`config.mk`:
```
export PLATFORM = sky130hd
export DESIGN_NAME = pmc_top
export DESIGN_NICKNAME = d
export VERILOG_FILES = /design/src/logic/pmc_pkg.sv /design/src/logic/pmc_sync3.sv /design/src/logic/pmc_top.sv
export SDC_FILE = /design/constraint.sdc
export NUM_CORES = 1
export LEC_CHECK = 0
export ABC_AREA = 1
export BUFFER_PORTS_ARGS = -buffer_cell sky130_fd_sc_hd__buf_2
export CORE_ASPECT_RATIO = 0.8
export CORE_MARGIN = 2
export CORE_UTILIZATION = 49
export CTS_BUF_LIST = sky130_fd_sc_hd__clkbuf_8
export CTS_CLUSTER_SIZE = 8
export DETAILED_ROUTE_END_ITERATION = 8
export GPL_ROUTABILITY_DRIVEN = 1
export PLACE_DENSITY = 0.93
export RECOVER_POWER = 50
export SLEW_MARGIN = 10
export SYNTH_ARGS = -nofsm -noshare
export SYNTH_HDL_FRONTEND = slang
export SYNTH_SLANG_ARGS = --single-unit
```
`constraint.sdc`:
```
create_clock -name hclk -period 1.3 [get_ports hclk]
set_input_delay 0.39 -clock hclk [delete_from_list [all_inputs] [get_ports hclk]]
set_output_delay 0.39 -clock hclk [all_outputs]
set_load 0.02 [all_outputs]
```
`src/logic/pmc_pkg.sv`:
```
// Constants and types shared by the power-mode controller
package pmc_pkg;

	// Register indices; byte address is four times the index
	localparam logic [7:0] PMC_PWR_CTRL_IDX = 8'h87;
	localparam logic [7:0] PMC_OSC_CTRL_IDX = 8'h88;
	localparam logic [7:0] PMC_STATUS_IDX = 8'h89;
	localparam logic [7:0] PMC_WAKE_EN_IDX = 8'h8a;

	// Byte address decode
	localparam int PMC_IDX_LSB = 2;
	localparam int PMC_IDX_MSB = 9;
	localparam logic [2:0] PMC_HSIZE_WORD = 3'h2;

	// Power control register fields
	localparam int PMC_IDLE_BIT = 0;
	localparam int PMC_STOP_BIT = 1;
	localparam int PMC_FLAGS_LSB = 2;
	localparam int PMC_FLAGS_MSB = 7;

	// Internal oscillator control register fields
	localparam int PMC_SUSP_BIT = 5;
	localparam int PMC_OSC_HI_LSB = 6;

	// Status register fields
	localparam int PMC_ST_STATE_LSB = 0;
	localparam int PMC_ST_CAUSE_LSB = 4;
	localparam int PMC_ST_IRQ_BIT = 7;

	// Wake source positions
	localparam int PMC_WAKE_N = 3;
	localparam int PMC_WAKE_PMATCH = 0;
	localparam int PMC_WAKE_CMPLOW = 1;
	localparam int PMC_WAKE_TMR3 = 2;

	// Values after reset
	localparam logic [5:0] PMC_FLAGS_RST = 6'h00;
	localparam logic [6:0] PMC_OSC_RST = 7'h00;
	localparam logic [2:0] PMC_WAKE_EN_RST = 3'h0;
	localparam logic [15:0] PMC_RESET_VEC = 16'h0000;

	// Core power states, one-hot
	typedef enum logic [3:0] {
		PMC_RUN = 4'b0001,
		PMC_IDLE = 4'b0010,
		PMC_STOP = 4'b0100,
		PMC_SUSP = 4'b1000
	} pmc_state_t;

endpackage

```
`src/logic/pmc_sync3.sv`:
```
// Three-stage input synchroniser with agreement filter
`timescale 1ns/1ps
module pmc_sync3 #(
	parameter int W = 1
) (
	input wire logic clk,
	input wire logic rst_n,
	input wire logic [W-1:0] async_in,
	output logic [W-1:0] sync_out
);

	logic [W-1:0] s1_q;
	logic [W-1:0] s2_q;
	logic [W-1:0] s3_q;
	logic [W-1:0] out_q;

	// Shift chain; output moves only when stages two and three agree
	always_ff @(posedge clk or negedge rst_n) begin
		if (!rst_n) begin
			s1_q <= '0;
			s2_q <= '0;
			s3_q <= '0;
			out_q <= '0;
		end else begin
			s1_q <= async_in;
			s2_q <= s1_q;
			s3_q <= s2_q;
			out_q <= (s2_q & s3_q) | (out_q & (s2_q | s3_q));
		end
	end

	assign sync_out = out_q;

endmodule

```
`src/logic/pmc_top.sv`:
```
// Power-mode controller: run, idle, stop and suspend sequencing
`timescale 1ns/1ps
module pmc_top
	import pmc_pkg::*;
(
	input wire logic hclk,
	input wire logic hresetn,
	input wire logic hsel,
	input wire logic [31:0] haddr,
	input wire logic [1:0] htrans,
	input wire logic hwrite,
	input wire logic [2:0] hsize,
	input wire logic [31:0] hwdata,
	input wire logic hready,
	output logic hreadyout,
	output logic hresp,
	output logic [31:0] hrdata,
	input wire logic instr_done,
	input wire logic irq_req,
	input wire logic wdt_en,
	input wire logic wdt_expire,
	input wire logic [2:0] wake_pin,
	output logic cpu_clk_en,
	output logic periph_clk_en,
	output logic int_osc_en,
	output logic resume,
	output logic wdt_rst_req,
	output logic fetch_start,
	output logic [15:0] fetch_addr
);

	pmc_state_t state_q, state_d;
	logic idle_q;
	logic stop_q;
	logic susp_q;
	logic [5:0] flags_q;
	logic [1:0] osc_hi_q;
	logic [4:0] osc_lo_q;
	logic [2:0] wake_en_q;
	logic [2:0] cause_q;
	logic irq_woke_q;
	logic ap_wr_q;
	logic ap_rd_q;
	logic [7:0] ap_idx_q;
	logic [31:0] rdata_q;
	logic [31:0] rd_mux;
	logic ap_ok;
	logic wr_pwr;
	logic wr_osc;
	logic wr_wake;
	logic irq_prev_q;
	logic irq_rise;
	logic [2:0] wake_s;
	logic [2:0] wake_prev_q;
	logic [2:0] wake_rise;
	logic wake_hit;
	logic enter_idle;
	logic cpu_clk_en_q;
	logic periph_clk_en_q;
	logic int_osc_en_q;
	logic resume_q;
	logic wdt_rst_req_q;
	logic started_q;
	logic fetch_start_q;
	logic [15:0] fetch_addr_q;

	// Wake sources come from other clock domains
	pmc_sync3 #(
		.W(PMC_WAKE_N)
	) u_wake_sync (
		.clk(hclk),
		.rst_n(hresetn),
		.async_in(wake_pin),
		.sync_out(wake_s)
	);

	// Bus answers at once and never errors
	assign hreadyout = 1'b1;
	assign hresp = 1'b0;
	assign hrdata = rdata_q;

	// Valid word access inside the register window
	assign ap_ok = hsel && htrans[1] && hready &&
		(haddr[31:PMC_IDX_MSB+1] == '0) &&
		(haddr[PMC_IDX_LSB-1:0] == '0) &&
		(hsize == PMC_HSIZE_WORD);

	// Data-phase write strobes
	assign wr_pwr = ap_wr_q && (ap_idx_q == PMC_PWR_CTRL_IDX);
	assign wr_osc = ap_wr_q && (ap_idx_q == PMC_OSC_CTRL_IDX);
	assign wr_wake = ap_wr_q && (ap_idx_q == PMC_WAKE_EN_IDX);

	// Read multiplexer, unmapped indices read zero
	always_comb begin
		rd_mux = '0;
		unique case (haddr[PMC_IDX_MSB:PMC_IDX_LSB])
			PMC_PWR_CTRL_IDX: begin
				rd_mux[PMC_FLAGS_MSB:PMC_FLAGS_LSB] = flags_q;
			end
			PMC_OSC_CTRL_IDX: begin
				rd_mux[7:0] = {osc_hi_q, susp_q, osc_lo_q};
			end
			PMC_STATUS_IDX: begin
				rd_mux[PMC_ST_STATE_LSB +: 4] = state_q;
				rd_mux[PMC_ST_CAUSE_LSB +: 3] = cause_q;
				rd_mux[PMC_ST_IRQ_BIT] = irq_woke_q;
			end
			PMC_WAKE_EN_IDX: rd_mux[PMC_WAKE_N-1:0] = wake_en_q;
			default: rd_mux = '0;
		endcase
	end

	// Address phase capture and read data
	always_ff @(posedge hclk or negedge hresetn) begin
		if (!hresetn) begin
			ap_wr_q <= 1'b0;
			ap_rd_q <= 1'b0;
			ap_idx_q <= 8'h00;
			rdata_q <= 32'h0000_0000;
		end else begin
			ap_wr_q <= ap_ok && hwrite;
			ap_rd_q <= ap_ok && !hwrite;
			ap_idx_q <= haddr[PMC_IDX_MSB:PMC_IDX_LSB];
			if (ap_ok && !hwrite) begin
				rdata_q <= rd_mux;
			end else begin
				rdata_q <= 32'h0000_0000;
			end
		end
	end

	// Edge detection so that only fresh requests count
	assign irq_rise = irq_req && !irq_prev_q;
	assign wake_rise = wake_s & ~wake_prev_q & wake_en_q;
	assign wake_hit = |wake_rise;
	assign enter_idle = (state_q == PMC_RUN) && instr_done &&
		idle_q && !stop_q && !susp_q;

	// Previous request levels
	always_ff @(posedge hclk or negedge hresetn) begin
		if (!hresetn) begin
			irq_prev_q <= 1'b0;
			wake_prev_q <= 3'h0;
		end else begin
			irq_prev_q <= irq_req;
			wake_prev_q <= wake_s;
		end
	end

	// Mode select bits; a hardware clear loses to a write
	always_ff @(posedge hclk or negedge hresetn) begin
		if (!hresetn) begin
			idle_q <= 1'b0;
			stop_q <= 1'b0;
			susp_q <= 1'b0;
		end else begin
			if (wr_pwr) begin
				idle_q <= hwdata[PMC_IDLE_BIT];
			end else if (state_q == PMC_IDLE && irq_rise) begin
				idle_q <= 1'b0;
			end
			if (wr_pwr) begin
				stop_q <= hwdata[PMC_STOP_BIT];
			end
			if (wr_osc) begin
				susp_q <= hwdata[PMC_SUSP_BIT];
			end else if (state_q == PMC_SUSP && wake_hit) begin
				susp_q <= 1'b0;
			end
		end
	end

	// Software storage registers
	always_ff @(posedge hclk or negedge hresetn) begin
		if (!hresetn) begin
			flags_q <= PMC_FLAGS_RST;
			osc_hi_q <= PMC_OSC_RST[6:5];
			osc_lo_q <= PMC_OSC_RST[4:0];
			wake_en_q <= PMC_WAKE_EN_RST;
		end else begin
			if (wr_pwr) begin
				flags_q <= hwdata[PMC_FLAGS_MSB:PMC_FLAGS_LSB];
			end
			if (wr_osc) begin
				osc_hi_q <= hwdata[PMC_OSC_HI_LSB +: 2];
				osc_lo_q <= hwdata[PMC_SUSP_BIT-1:0];
			end
			if (wr_wake) begin
				wake_en_q <= hwdata[PMC_WAKE_N-1:0];
			end
		end
	end

	// Next power state
	always_comb begin
		state_d = state_q;
		unique case (state_q)
			PMC_RUN: begin
				if (instr_done) begin
					if (stop_q) begin
						state_d = PMC_STOP;
					end else if (susp_q) begin
						state_d = PMC_SUSP;
					end else if (idle_q) begin
						state_d = PMC_IDLE;
					end
				end
			end
			PMC_IDLE: if (irq_rise) begin
				state_d = PMC_RUN;
			end
			PMC_SUSP: if (wake_hit) begin
				state_d = PMC_RUN;
			end
			PMC_STOP: state_d = PMC_STOP;
			default: state_d = PMC_RUN;
		endcase
	end

	// State register; any reset returns to run
	always_ff @(posedge hclk or negedge hresetn) begin
		if (!hresetn) begin
			state_q <= PMC_RUN;
		end else begin
			state_q <= state_d;
		end
	end

	// Clock and oscillator enables from the coming state
	always_ff @(posedge hclk or negedge hresetn) begin
		if (!hresetn) begin
			cpu_clk_en_q <= 1'b1;
			periph_clk_en_q <= 1'b1;
			int_osc_en_q <= 1'b1;
		end else begin
			cpu_clk_en_q <= (state_d == PMC_RUN);
			periph_clk_en_q <= state_d inside {PMC_RUN, PMC_IDLE};
			int_osc_en_q <= state_d inside {PMC_RUN, PMC_IDLE};
		end
	end

	// Resume pulse and wake cause record
	always_ff @(posedge hclk or negedge hresetn) begin
		if (!hresetn) begin
			resume_q <= 1'b0;
			cause_q <= 3'h0;
			irq_woke_q <= 1'b0;
		end else begin
			resume_q <= (state_q == PMC_IDLE && irq_rise) ||
				(state_q == PMC_SUSP && wake_hit);
			if (state_q == PMC_SUSP && wake_hit) begin
				cause_q <= wake_rise;
				irq_woke_q <= 1'b0;
			end else if (state_q == PMC_IDLE && irq_rise) begin
				irq_woke_q <= 1'b1;
			end
		end
	end

	// Watchdog expiry passes on while its clock runs
	always_ff @(posedge hclk or negedge hresetn) begin
		if (!hresetn) begin
			wdt_rst_req_q <= 1'b0;
		end else begin
			wdt_rst_req_q <= wdt_en && wdt_expire &&
				(state_q == PMC_RUN || state_q == PMC_IDLE);
		end
	end

	// Fetch restart once after reset release
	always_ff @(posedge hclk or negedge hresetn) begin
		if (!hresetn) begin
			started_q <= 1'b0;
			fetch_start_q <= 1'b0;
			fetch_addr_q <= PMC_RESET_VEC;
		end else begin
			started_q <= 1'b1;
			fetch_start_q <= !started_q;
			fetch_addr_q <= PMC_RESET_VEC;
		end
	end

	// Registered outputs
	assign cpu_clk_en = cpu_clk_en_q;
	assign periph_clk_en = periph_clk_en_q;
	assign int_osc_en = int_osc_en_q;
	assign resume = resume_q;
	assign wdt_rst_req = wdt_rst_req_q;
	assign fetch_start = fetch_start_q;
	assign fetch_addr = fetch_addr_q;
endmodule

```
# --- Yosys cells after proc, flatten, opt, wreduce, memory -nomap -nowiden ---
# Cells that the tools add are included.
totals:
  regBits: 90
  in_bits: 81
  out_inout_bits: 56
op_classes:
  eq_ne: 14
  n_mux: 17
  bitwise: 7
  n_reduce_logical: 27
ops:
  columns: ["cell", "n"]
  rows:
  - ["$eq 8x8->1 const B", 7]
  - ["$mux 4", 6]
  - ["$logic_not 22->1", 1]
  - ["$pmux 4 s4", 1]
  - ["$logic_and 1x1->1", 15]
  - ["$pmux 5 s3", 1]
  - ["$and 3x3->3", 4]
  - ["$eq 4x1->1 const B", 2]
  - ["$eq 4x2->1 const B", 2]
  - ["$mux 8", 1]
  - ["$reduce_bool 2->1", 4]
  - ["$mux 1", 6]
  - ["$or 3x3->3", 2]
  - ["$pmux 2 s3", 1]
  - ["$eq 4x3->1 const B", 1]
  - ["$eq 4x4->1 const B", 1]
  - ["$pmux 1 s4", 1]
  - ["$eq 3x2->1 const B", 1]
  - ["$logic_not 1->1", 3]
  - ["$not 3->3", 1]
  - ["$reduce_or 3->1", 1]
  - ["$logic_not 2->1", 1]
  - ["$logic_or 1x1->1", 2]

# --- Depth between registers and ports, before layout ---
logic_depth:
  depth_word: 8
  ltp_mapped: 8

# --- Hierarchy ---
# Synthesis repeated with hierarchy kept, for this count alone.
unflattened:
  cells_unflattened: 355
  area_unflattened_um2: 3183.1
by_module_without_submodules:
  columns: ["mod", "instances", "cells_each", "area_each_um2", "seq_area_each_um2"]
  rows:
  - ["pmc_top", 1, 331, 2834.0, 1355.0]
  - ["pmc_sync3", 1, 24, 349.1, 300.3]

# --- Worst setup path before layout ---
# Ideal clock, no wire load.
synth_path:
  kind: "in2reg"
  startpoint: "input port haddr[6]"
  endpoint: "register rdata_q[0], in the netlist hrdata[0]"
  arrival_ps: 1081
  required_time_ps: 1228
  path_slack_ps: 147
  stages: 8
  n_path_buf: 1
  path_cell_list: "inv_1 nand2_1 nor2_4 buf_4 nand2_1 nand3_1 nand3_1 nor2_1"
synth_between:
  elab_chain_cells: 3
  elab_cells_between_ends: 5
  classes_between: "eq/ne: 3; mux: 2"
synth_lines:
  columns: ["item", "line_no", "source"]
  rows:
  - ["start, declared", "pmc_top.sv:9", "input wire logic [31:0] haddr,"]
  - ["$eq 8x8->1", "pmc_top.sv:96", "unique case (haddr[PMC_IDX_MSB:PMC_IDX_LSB])"]
  - ["$pmux 2 s3 *", "pmc_top.sv:96", null]
  - ["$mux 8 *", "pmc_top.sv:124", "if (ap_ok && !hwrite) begin"]
  - ["end signal, assigned", "pmc_top.sv:125", "rdata_q <= rd_mux;"]
  - ["end, declared", "pmc_top.sv:45", "logic [31:0] rdata_q;"]
# Every way passes the cells marked *; elsewhere a longest branch is shown, timed or not.
# A chain may end at the register's enable or synchronous reset.

# --- Worst setup path in the final report ---
layout_path:
  startpoint: "register int_osc_en_q, in the netlist int_osc_en"
  endpoint: "output port int_osc_en"
layout_rtl:
  columns: ["item", "line_no", "source"]
  rows:
  - ["start, declared", "pmc_top.sv:60", "logic int_osc_en_q;"]
  - ["start signal, assigned", "pmc_top.sv:238", "int_osc_en_q <= state_d inside {PMC_RUN, PMC_IDLE};"]
  - ["end, declared", "pmc_top.sv:25", "output logic int_osc_en,"]
# No word-level cell between the ends.

==> impl_results.md <==
- DRC Markers: 0
- Critical Path AT: 1.00 ns
- Worst-skew pair later-pin latency: 0.33 ns
- Sequential-to-total area share from yosys stat: 0.5382
- Dominant cells by area after synthesis: dfrtp_1, buf_4, nand2_1
- VDD IR-drop max: 0.8004 mV
- DP Cell Count: 493
- Critical-path cell list: buf_6
- Failing checks: setup timing
- TNS Setup: -0.2314 ns
- Root buffer cell: clkbuf_8
- Ratio of cells with drive above 1 in the final layout: 0.2517
- Non-Filler Instances: 510
- Max Root-Sink Buffers: 2
- Via count: 2,392
- Clock slew at reported path FFs: 0.07 ns
- Cells after Synth: 342
- Tcrit/Tclk final: 1.072
- Relative slew slack: 0.5539
- 1st-pass router iterations: 4
- CTS tree: done
- Die width: 92.58 um
- Final Hold Vio Count: 0
- Initial DRC Count: 172
- Hpwl dp: 4750 um
- WL/cell: 12.71 um
- Crit path required time: 0.91 ns
- Mapped Area: 3075 um2
- Total Wirelength: 6480 um
- TritonCTS buffer count: 9
- Final Setup Violations: 3
- Finished Core Util: 0.6228
- Die Y: 74.86 um
- Port bufs: 69
- Worst min path class: in2reg
- Crit path buf inv count: 1
- Crit path kind: reg2out
- Area leader, netlist: dfrtp_1
- Slowest-stage cell, CP: dfstp_2
- Die area: 6930 um2
- Core outline area: 5974 um2
- P&R area growth vs syn: 20.99%
- Placement Setup Slack: -0.1090 ns
- Final net count: 505
- Gr usage total: 0.1943
- Slew Limit Fails: 0
- Total gr overflow: 0
- Status: complete, but fails checks
- Power density over the cells: 1489 nW/um2
- Rows: 25
- Tightest Pin Transition: 0.6691 ns
- Post-synthesis average cell area: 8.993 um2
- Largest net degree at the start of global routing: 33
- GP Congestion: 0.9471
- I/O pin cnt: 137
- Delay-heaviest family, CP: flip-flops
- Layout Skew: 0.009104 ns
- CTS H-tree lvls: 3
- Max Clk Rate: 717.8 MHz
- #FFs+latches synth: 66
- Crit start category: register
- Global-route wire length before repair: 10,250 um
- Final worst path period need: 1.393 ns
- Netlist cell types: 25
- Initial antenna violation count: 0
- Worst setup EP type: output port
- Clk sinks: 66
- Initial Utilization: 0.5148
- Via/cell ratio: 4.690
- Final WS setup: -0.09310 ns
- YS warnings: 0
- Post-synth top area share: 0.5126
- RSZ-0062 raised after global routing: yes
- Leakage: 0.001979 uW
- Vias in the first global route: 2,302
- Critical path peak fanout: 2
- Number of max-cap violations: 0
- Antenna Nets Post-Route: 0
- Antenna Cells: 0
- Delay of the slowest critical-path stage: 0.55 ns
## power by group
| group | switching [uW] | internal, uW |
|---|---|---|
| Sequential | 132 | 2280 |
| Clock | 738 | 1510 |
| Combinational | 569 | 314 |
## layer usage
| metal | vias up | wire length [um] | GRT usage |
|---|---|---|---|
| li1 | 1161 | - | - |
| met5 | - | 0 | 0 |
| met2 | 114 | 3247 | 0.3414 |
| met1 | 1100 | 2533 | 0.2172 |
| met4 | 0 | 141 | 0.08458 |
| met3 | 17 | 557 | 0.07207 |
## cells in the final DEF (no fill, tap or decap), types with 4 or more instances in the layout
cell type  Yosys  routed
buf_2          1      58
and3_1         4       4
nand3_1       35      35
o21ai_0       21      19
nand2_1       56      53
clkbuf_8       0      10
clkbuf_1       0       8
nor2_1        43      41
inv_1         34      34
nand2_2        4       5
buf_4         44       5
conb_1         2      43
dfrtp_1       63      63
bufinv_16      0       4
o21ai_1        9      10
nor2_4         4       5
## cell families after synthesis
group	count (synthesis)	share of synthesized area
simple gates	157	0.2351
buf+inv	83	0.1627
flops	66	0.5382
compound gates	31	0.05167
fa+ha+maj	3	0.009764
other cells	2	0.002442
## sequential cells by signal, indices dropped and copies added, names as in the netlist, 2 cells and up
| signal | count |
|---|---|
| state_q | 4 |
| ap_idx_q | 8 |
| u_wake_sync.sync_out | 3 |
| wake_en_q | 3 |
| u_wake_sync.s2_q | 3 |
| wake_prev_q | 3 |
| osc_lo_q | 5 |
| flags_q | 6 |
| u_wake_sync.s1_q | 3 |
| osc_hi_q | 2 |
| hrdata | 8 |
| cause_q | 3 |
| u_wake_sync.s3_q | 3 |
## cell usage after synthesis
cell type,number
maj3_1,3
nor2_4,4
conb_1,2
o21ai_1,9
nand2_1,56
o21ai_0,21
nand3_1,35
nor2_1,43
and3_1,4
nand4_2,1
inv_1,34
dfstp_2,3
nand2_2,4
buf_6,3
nor2_2,2
nand4_1,2
nand3b_1,3
nand3_2,1
buf_4,44
inv_2,1
nor3_1,1
o32ai_1,1
buf_2,1
or2_2,1
dfrtp_1,63
## metrics by stage
stage               area, um2  power, uW  hold slack, ns
floorplan                3229       3024         0.09441
global placement         3405       3169          0.2810
detailed placement       3405       3221          0.2895
CTS                      3705       5559          0.1375
global route             3721       5793          0.1333
finish                   3721       5540          0.1585
## layout make-up
cell class	instances	area, um2
flip-flops and latches	66	1655
inverters	35	131.4
multi-input cells	234	1105
clock buffers	10	137.6
clock inverters	6	128.9
repair buffers	78	461.7
fillers	481	2253
well taps	81	101.3
## timing repair
action	CTS	global route
gates resized for setup	9	9
endpoints found under the hold margin	7	0
buffers inserted	0	0
setup endpoints to repair	10	26
hold buffers	1	0
pin swaps	0	1
gates cloned	0	0
## path summary, 6_finish.rpt
path                                     start                  end  slack [ns]  cells after the start
max in group asynchronous              hresetn           flags_q[4]        0.03                      3
min                                wake_pin[1]  u_wake_sync.s1_q[1]        0.16                      1
min reg2reg                u_wake_sync.s1_q[0]  u_wake_sync.s2_q[0]        0.35                      0
max reg2reg                         state_q[1]           cause_q[1]        0.06                      5
min in group asynchronous              hresetn          wdt_rst_req        0.60                      2
max                                 int_osc_en           int_osc_en       -0.09                      1
No activity file was read; power rests on OpenSTA's default activity.
